===== src/inc/pgt_pkg.sv =====
// Constants, types and field layout of the power-good tree mask block
// Contract
// - Pin one mask A: rail two, A1, steps
// - Pin one mask B high: control inputs 5,4,2,1
// - Pin one mask B low: termination, shared, B1, LDO3
// - Shared bit follows factory rail selection
// - Pin four mask A mirrors pin one A
// - Set mask bit excludes source from tree
// - Eight-bit RW masks, factory reset values
`default_nettype none

package pgt_pkg;

    // ---------------------------------------------------------------
    // Register offsets
    // ---------------------------------------------------------------
    localparam logic [7:0] PGT_OFS_ONE_A  = 8'hA4;
    localparam logic [7:0] PGT_OFS_ONE_B  = 8'hA5;
    localparam logic [7:0] PGT_OFS_FOUR_A = 8'hA6;

    // ---------------------------------------------------------------
    // Field positions, mask A
    // ---------------------------------------------------------------
    localparam int PGT_A_LDO2_BIT  = 7;
    localparam int PGT_A_LOAD_SWITCH_A_ONE_BIT  = 6;
    localparam int PGT_A_STEP6_BIT = 5;
    localparam int PGT_A_STEP1_BIT = 0;

    // ---------------------------------------------------------------
    // Field positions, mask B
    // ---------------------------------------------------------------
    localparam int PGT_B_CONTROL_INPUT_5_BIT   = 7;
    localparam int PGT_B_CONTROL_INPUT_4_BIT   = 6;
    localparam int PGT_B_CONTROL_INPUT_2_BIT   = 5;
    localparam int PGT_B_CONTROL_INPUT_1_BIT   = 4;
    localparam int PGT_B_TERM_BIT   = 3;
    localparam int PGT_B_SHARED_BIT = 2;
    localparam int PGT_B_LOAD_SWITCH_B_ONE_BIT   = 1;
    localparam int PGT_B_LDO3_BIT   = 0;

    // ---------------------------------------------------------------
    // Reset values of the shown factory variant
    // ---------------------------------------------------------------
    localparam logic [7:0] PGT_RST_ONE_A  = 8'h00;
    localparam logic [7:0] PGT_RST_ONE_B  = 8'h00;
    localparam logic [7:0] PGT_RST_FOUR_A = 8'h00;

    typedef logic [7:0] pgt_byte_t;

endpackage

`default_nettype wire


===== src/hw/pgt_tree.sv =====
// One power-good tree: masked AND of sixteen sources
`default_nettype none

module pgt_tree
    import pgt_pkg::*;
(
    // Sources and masks
    input  wire logic [15:0] src_good,
    input  wire logic [15:0] src_mask,
    // Result
    output logic             tree_good
);

    logic [15:0] term;

    genvar gi;
    generate
        for (gi = 0; gi < 16; gi++) begin : g_term
            assign term[gi] = src_good[gi] | src_mask[gi];
        end
    endgenerate

    assign tree_good = &term;

endmodule

`default_nettype wire


===== src/hw/pgt_mask_top.sv =====
// Power-good tree mask registers and pin one / pin four outputs
`default_nettype none

module pgt_mask_top
    import pgt_pkg::*;
(
    // Clock and reset
    input  wire logic       core_clk,
    input  wire logic       rst,
    // Factory configuration, sampled in any cycle with factory_load high
    input  wire logic [7:0] factory_one_a,
    input  wire logic [7:0] factory_one_b,
    input  wire logic [7:0] factory_four_a,
    input  wire logic       factory_shared_is_ldo,
    input  wire logic       factory_load,
    // Register port
    input  wire logic [7:0] reg_addr,
    input  wire logic       reg_wr,
    input  wire logic [7:0] reg_wdata,
    output logic [7:0]      reg_rdata,
    // Rail power-good inputs
    input  wire logic       low_dropout_rail_two,
    input  wire logic       load_switch_a_one,
    input  wire logic [5:0] stepdown_rail,
    input  wire logic       termination_regulator,
    input  wire logic       load_switch_b_two_good,
    input  wire logic       low_dropout_rail_one_good,
    input  wire logic       load_switch_b_one,
    input  wire logic       low_dropout_rail_three,
    // Control input status
    input  wire logic       control_input_1,
    input  wire logic       control_input_2,
    input  wire logic       control_input_4,
    input  wire logic       control_input_5,
    // Power-good pins
    output logic            pg_output_pin_one,
    output logic            pg_output_pin_four
);

    // ---------------------------------------------------------------
    // State
    // ---------------------------------------------------------------
    typedef struct packed {
        pgt_byte_t one_a;
        pgt_byte_t one_b;
        pgt_byte_t four_a;
        logic      shared_ldo;
        pgt_byte_t rdata;
        logic      pin_one;
        logic      pin_four;
    } pgt_state_s;

    pgt_state_s st_r;
    pgt_state_s st_nxt;

    logic        shared_good;
    logic [7:0]  grp_a;
    logic [7:0]  grp_b;
    logic        good_one;
    logic        good_four;

    // ---------------------------------------------------------------
    // Source groups
    // ---------------------------------------------------------------
    // Shared bit tracks factory rail choice
    assign shared_good = st_r.shared_ldo ? low_dropout_rail_one_good
                                         : load_switch_b_two_good;

    assign grp_a = {low_dropout_rail_two, load_switch_a_one, stepdown_rail};

    // Control inputs in mask B high half, rails in low half
    assign grp_b = {control_input_5, control_input_4, control_input_2,
                    control_input_1, termination_regulator, shared_good,
                    load_switch_b_one, low_dropout_rail_three};

    pgt_tree u_tree_one (
        .src_good  ({grp_b, grp_a}),
        .src_mask  ({st_r.one_b, st_r.one_a}),
        .tree_good (good_one)
    );

    // Pin four second mask lies outside this block; it stays all-included
    // Same mapping as pin one
    pgt_tree u_tree_four (
        .src_good  ({grp_b, grp_a}),
        .src_mask  ({8'h00, st_r.four_a}),
        .tree_good (good_four)
    );

    // ---------------------------------------------------------------
    // Next state
    // ---------------------------------------------------------------
    always_comb begin
        st_nxt = st_r;
        if (factory_load) begin
            st_nxt.one_a      = factory_one_a;
            st_nxt.one_b      = factory_one_b;
            st_nxt.four_a     = factory_four_a;
            st_nxt.shared_ldo = factory_shared_is_ldo;
        end else if (reg_wr) begin
            if (reg_addr == PGT_OFS_ONE_A) begin
                st_nxt.one_a = reg_wdata;
            end else if (reg_addr == PGT_OFS_ONE_B) begin
                st_nxt.one_b = reg_wdata;
            end else if (reg_addr == PGT_OFS_FOUR_A) begin
                st_nxt.four_a = reg_wdata;
            end
        end
        // Unmapped reads return zero
        if (reg_addr == PGT_OFS_ONE_A) begin
            st_nxt.rdata = st_r.one_a;
        end else if (reg_addr == PGT_OFS_ONE_B) begin
            st_nxt.rdata = st_r.one_b;
        end else if (reg_addr == PGT_OFS_FOUR_A) begin
            st_nxt.rdata = st_r.four_a;
        end else begin
            st_nxt.rdata = 8'h00;
        end
        st_nxt.pin_one  = good_one;
        st_nxt.pin_four = good_four;
    end

    always_ff @(posedge core_clk or posedge rst) begin
        if (rst) begin
            st_r.one_a      <= PGT_RST_ONE_A;
            st_r.one_b      <= PGT_RST_ONE_B;
            st_r.four_a     <= PGT_RST_FOUR_A;
            st_r.shared_ldo <= 1'b0;
            st_r.rdata      <= 8'h00;
            st_r.pin_one    <= 1'b0;
            st_r.pin_four   <= 1'b0;
        end else begin
            st_r <= st_nxt;
        end
    end

    assign reg_rdata          = st_r.rdata;
    assign pg_output_pin_one  = st_r.pin_one;
    assign pg_output_pin_four = st_r.pin_four;

    // ---------------------------------------------------------------
    // Checks
    // ---------------------------------------------------------------
    a_write_one_a: assert property (@(posedge core_clk) disable iff (rst)
        (reg_wr && !factory_load && reg_addr == PGT_OFS_ONE_A)
        ##1 (reg_addr == PGT_OFS_ONE_A) |=> reg_rdata == $past(reg_wdata, 2))
        else $error("mask A of pin one not written");

    a_factory_load: assert property (@(posedge core_clk) disable iff (rst)
        factory_load |=> st_r.four_a == $past(factory_four_a))
        else $error("factory value not loaded");

    a_masked_rail: assert property (@(posedge core_clk) disable iff (rst)
        (st_r.one_a == 8'hFF && st_r.one_b == 8'hFF) |=> pg_output_pin_one)
        else $error("fully masked pin one not good");

    a_rail_bad: assert property (@(posedge core_clk) disable iff (rst)
        (!st_r.one_a[PGT_A_LDO2_BIT] && !low_dropout_rail_two) |=> !pg_output_pin_one)
        else $error("included bad rail left pin one good");

    a_ctl_bad: assert property (@(posedge core_clk) disable iff (rst)
        (!st_r.one_b[PGT_B_CONTROL_INPUT_5_BIT] && !control_input_5) |=> !pg_output_pin_one)
        else $error("included control input low left pin one good");

    a_term_bad: assert property (@(posedge core_clk) disable iff (rst)
        (!st_r.one_b[PGT_B_TERM_BIT] && !termination_regulator) |=> !pg_output_pin_one)
        else $error("included termination rail bad left pin one good");

    a_shared_sel: assert property (@(posedge core_clk) disable iff (rst)
        (!st_r.one_b[PGT_B_SHARED_BIT] && st_r.shared_ldo && !low_dropout_rail_one_good)
        |=> !pg_output_pin_one)
        else $error("shared bit ignored selected rail");

    a_four_step: assert property (@(posedge core_clk) disable iff (rst)
        (!st_r.four_a[PGT_A_STEP1_BIT] && !stepdown_rail[0]) |=> !pg_output_pin_four)
        else $error("pin four ignored included step-down rail");

    a_write_one_b: assert property (@(posedge core_clk) disable iff (rst)
        (reg_wr && !factory_load && reg_addr == PGT_OFS_ONE_B)
        ##1 (reg_addr == PGT_OFS_ONE_B) |=> reg_rdata == $past(reg_wdata, 2))
        else $error("mask B of pin one not written");

    a_write_four_a: assert property (@(posedge core_clk) disable iff (rst)
        (reg_wr && !factory_load && reg_addr == PGT_OFS_FOUR_A)
        ##1 (reg_addr == PGT_OFS_FOUR_A) |=> reg_rdata == $past(reg_wdata, 2))
        else $error("mask A of pin four not written");

    a_load_wins: assert property (@(posedge core_clk) disable iff (rst)
        (factory_load && reg_wr && reg_addr == PGT_OFS_ONE_A)
        |=> st_r.one_a == $past(factory_one_a))
        else $error("write beat factory load");

    a_unmapped_read: assert property (@(posedge core_clk) disable iff (rst)
        (reg_addr != PGT_OFS_ONE_A && reg_addr != PGT_OFS_ONE_B
         && reg_addr != PGT_OFS_FOUR_A)
        |=> reg_rdata == 8'h00)
        else $error("unmapped address read nonzero");

    a_pin_one_good: assert property (@(posedge core_clk) disable iff (rst)
        ((&(grp_a | st_r.one_a)) && (&(grp_b | st_r.one_b))) |=> pg_output_pin_one)
        else $error("pin one low with all included sources good");

    a_shared_b2: assert property (@(posedge core_clk) disable iff (rst)
        (!st_r.one_b[PGT_B_SHARED_BIT] && !st_r.shared_ldo && !load_switch_b_two_good)
        |=> !pg_output_pin_one)
        else $error("shared bit ignored switch B2 rail");

    a_step_six: assert property (@(posedge core_clk) disable iff (rst)
        (!st_r.one_a[PGT_A_STEP6_BIT] && !stepdown_rail[5]) |=> !pg_output_pin_one)
        else $error("included step-down rail six left pin one good");

    a_four_rail_two: assert property (@(posedge core_clk) disable iff (rst)
        (!st_r.four_a[PGT_A_LDO2_BIT] && !low_dropout_rail_two) |=> !pg_output_pin_four)
        else $error("pin four ignored included rail two");

    a_four_masked: assert property (@(posedge core_clk) disable iff (rst)
        (st_r.four_a == 8'hFF && (&grp_b)) |=> pg_output_pin_four)
        else $error("fully masked pin four not good");

endmodule

`default_nettype wire


===== config.mk =====
export PLATFORM = sky130hd
export DESIGN_NAME = pgt_mask_top
export DESIGN_NICKNAME = d
export VERILOG_FILES = /design/src/inc/pgt_pkg.sv /design/src/hw/pgt_tree.sv /design/src/hw/pgt_mask_top.sv
export SDC_FILE = /design/constraint.sdc
export NUM_CORES = 1
export LEC_CHECK = 0
export ABC_AREA = 1
export BUFFER_PORTS_ARGS = -buffer_cell sky130_fd_sc_hd__buf_2
export CAP_MARGIN = 20
export CORE_UTILIZATION = 45
export CTS_CLUSTER_SIZE = 8
export DETAILED_ROUTE_END_ITERATION = 8
export GPL_TIMING_DRIVEN = 0
export PLACE_DENSITY = 0.84
export SLEW_MARGIN = 20
export SYNTH_ARGS = -nofsm -noshare
export SYNTH_HDL_FRONTEND = slang
export SYNTH_HIERARCHICAL = 1
export SYNTH_SLANG_ARGS = --single-unit

===== constraint.sdc =====
create_clock -name core_clk -period 1 [get_ports core_clk]
set_input_delay 0.1 -clock core_clk [delete_from_list [all_inputs] [get_ports core_clk]]
set_output_delay 0.1 -clock core_clk [all_outputs]
set_load 0.05 [all_outputs]

==> impl_metrics.csv <==
group,metric,value,unit
logic_synthesis,yosysMostFrequentCell,"nand2_1",
logic_synthesis,ys_warn_count,6,
sta,setup_viol,2,
power_and_ir_drop,p_sw,1.12,mW
sta,maxSlewHeadroom,0.608,
sta,finalCritPeriodShare,1.16,
sta,worst_pin_slew,0.587,ns
cells_and_area,drive_above_1_share,0.269,
global_route,grt_pass1_vias,2069,
place,gp_congestion,0.845,
power_and_ir_drop,p_seq_frac,0.478,
place,dpl_cell_area,2860,um^2
power_and_ir_drop,power-per-cell-area,1140,nW/um^2
global_route,groute.usage.overall,0.221,
clocking,clk_pin_slew_worst_paths,0.08,ns
place,dp_hpwl,4.43,mm
logic_synthesis,post-synth-top-area-fraction,0.366,
cells_and_area,syn2layout_area_growth,26.5,%
sta,setup_ws,-0.159,ns
min_path,hold_class,"input port to flip-flop",
route,postRouteAntennaNets,0,
setup_path,reg2reg_slack,-0.16,ns
setup_path,r2r-start,"st_r[10]",
power_and_ir_drop,p_sw_frac,0.324,
clocking,clkSinkCount,35,
logic_synthesis,netlist_top_cells_count,"nand2_1, inv_1, nand3_1",
global_route,grt_overflow,0,
sta,hold_viol,0,
sta,rsz0062_at_grt,"yes",
cells_and_area,final_util,0.593,
sta,skew,0.0115,ns
floorplan,die_area,5620,um^2
setup_path,start_kind,"flip-flop",
floorplan,die_w,75.0,um
route,drt-initial-drc-count,172,
route,drc,0,
cells_and_area,fillers,478,
clocking,clockRootBuffer,"clkbuf_8",
clocking,cts_buffer_depth,2,
flow_run,drv_cap,0,
floorplan,io-pin-count,72,
global_route,grt_first_pass_wirelength,9.30,mm
route,wl_per_cell,11.3,um
power_and_ir_drop,internal-power,2.34,mW
logic_synthesis,yosysSeqAreaShare,0.366,
route,finalWirelength,5.77,mm
clocking,cts_tree,"yes",
setup_path,r2r-end,"pg_output_pin_four",
cells_and_area,nets,503,
sta,fin_crit,1.16,ns
cells_and_area,multi_input_area,1150,um^2
setup_path,cp_max_fo,2,
floorplan,die_h,75.0,um
route,drt_first_pass_iters,7,
global_route,grt_max_degree,36,
setup_path,required,1.18,ns
sta,tns,-0.311,ns
run_status,violations,"setup timing",
place,dp_slack,-0.242,ns
power_and_ir_drop,combPwrFrac,0.214,
power_and_ir_drop,ir_drop,0.681,mV
logic_synthesis,synthArstFlopShare,1.00,
setup_path,rr_worst_depth,7,
route,via_per_inst,4.65,
logic_synthesis,synth-edff-count,0,
logic_synthesis,synth.area.top_cells,"dfrtp_1, nand2_1, inv_1",
global_route,antenna_found_initial,0,
power_and_ir_drop,power_frac_clock,0.308,
logic_synthesis,synth_top_area_cell,"dfrtp_1",
setup_path,crit_arrival,1.34,ns
run_status,status,"complete, but fails checks",
cells_and_area,seqCellArea,876,um^2
logic_synthesis,synth_area,2390,um^2
floorplan,core,5110,um^2
min_path,min-delay-start,"factory_shared_is_ldo",
min_path,whs_path_depth,3,
clocking,clk-insertion-delay-late,0.29,ns
floorplan,rows,26,
logic_synthesis,synth_seq_cells,35,
logic_synthesis,avgSynthCellArea,6.65,um^2
sta,fmaxAchievable,0.863,GHz
clocking,cts-buffers-inserted,5,
power_and_ir_drop,p_leak,1.78,nW
sta,slew_violations,0,
place,io_buffers,70,
cells_and_area,fin_area,3030,um^2
setup_path,worstSetupEndpointType,"flip-flop",
cells_and_area,antenna_cells,0,
logic_synthesis,yosysUniqueCellTypes,25,
floorplan,start_util,0.469,
route,vias,2383,
logic_synthesis,synthFlopType,"dfrtp_1",
logic_synthesis,syn_inst,360,
setup_path,crit_type,"flip-flop to flip-flop",
clocking,cts_max_level,2,
min_path,min_to,"st_r[10]",
through the flow:
step | total power [mW] | instances | hold WS [ns]
final | 3.46 | 512 | 0.0289
after global routing | 3.64 | 512 | 0.0298
after CTS | 3.43 | 509 | 0.0309
after detailed placement | 2.39 | 507 | 0.256
after global placement | 2.36 | 507 | 0.332
after floorplan | 2.12 | 367 | 0.212
what timing repair did:
item                                    4_1_cts  5_1_grt
resized for setup                            24        5
buffers inserted                              1        2
hold buffers                                  1        0
endpoints found under the setup margin       10       59
hold endpoints to repair                     35        0
pin swaps                                     2        1
cloned                                        0        1
logic make-up (layout without fill, tap and decap cells):
group,after synthesis,count (layout),share of synthesized area
AND/OR/NAND/NOR,202,202,0.382
buffers and inverters,93,168,0.171
other,1,8,0.00157
flip-flops,35,35,0.366
multiplexers,1,1,0.00470
AO/OA/AOI/OAI,28,28,0.0742
worst max path at each step:
stage                                    end        start  depth (start not counted)
final                     pg_output_pin_four     st_r[10]                          7
after global routing      pg_output_pin_four     st_r[10]                          7
after CTS                 pg_output_pin_four     st_r[10]                          7
after detailed placement            st_r[29]  reg_addr[6]                         10
after global placement              st_r[23]          rst                          2
after floorplan            pg_output_pin_one     st_r[10]                          7
cell usage in the layout, fill, tap and decap left out, types with 4 or more instances in the layout:
master and instances:
nand2_1 122, buf_4 4, dfrtp_1 35, conb_1 8
inv_2 6, o21ai_0 12, inv_1 67, o21ai_2 8
nand4_1 8, clkbuf_8 5, buf_2 65, nor2_1 17
buf_8 9, clkbuf_1 4, nand2_2 4, nand3_1 40
a21oi_1 5
cell type report:
type	instances	area share
timing repair buffer	75	0.156
sequential	35	0.289
clock inverter	3	0.00784
clock buffer	5	0.0227
tap	70	0.0289
inverter	74	0.0921
multi-input combinational	239	0.378
buffer	11	0.0248
state kept, by name, indices dropped and copies added, names as in the netlist:
signal / flops
st_r: 25
pg_output_pin_one: 1
pg_output_pin_four: 1
reg_rdata: 8
critical path, stage by stage (launching register included):
cell	delay, ns
dfrtp_1	0.41
mux2_4	0.34
inv_2	0.05
nand2_1	0.04
nand2_1	0.05
nor2_1	0.04
nand2_1	0.08
nor2_1	0.04
per-layer routing:
| layer | vias to the layer above | part of all wire | global-route usage |
|---|---|---|---|
| met4 | 0 | 0.015 | 0.0545 |
| met5 | - | 0 | 0 |
| met3 | 11 | 0.074 | 0.0562 |
| li1 | 1240 | - | - |
| met2 | 95 | 0.47 | 0.385 |
| met1 | 1037 | 0.44 | 0.274 |
power groups by stage:
stage / sequential [mW] / clock [mW] / combinational (mW)
floorplan: 1.63 / 0 / 0.494
global placement: 1.67 / 0 / 0.695
detailed placement: 1.67 / 0 / 0.716
CTS: 1.65 / 1.05 / 0.731
global route: 1.67 / 1.13 / 0.843
finish: 1.66 / 1.06 / 0.742
No activity file was read; power rests on OpenSTA's default activity.
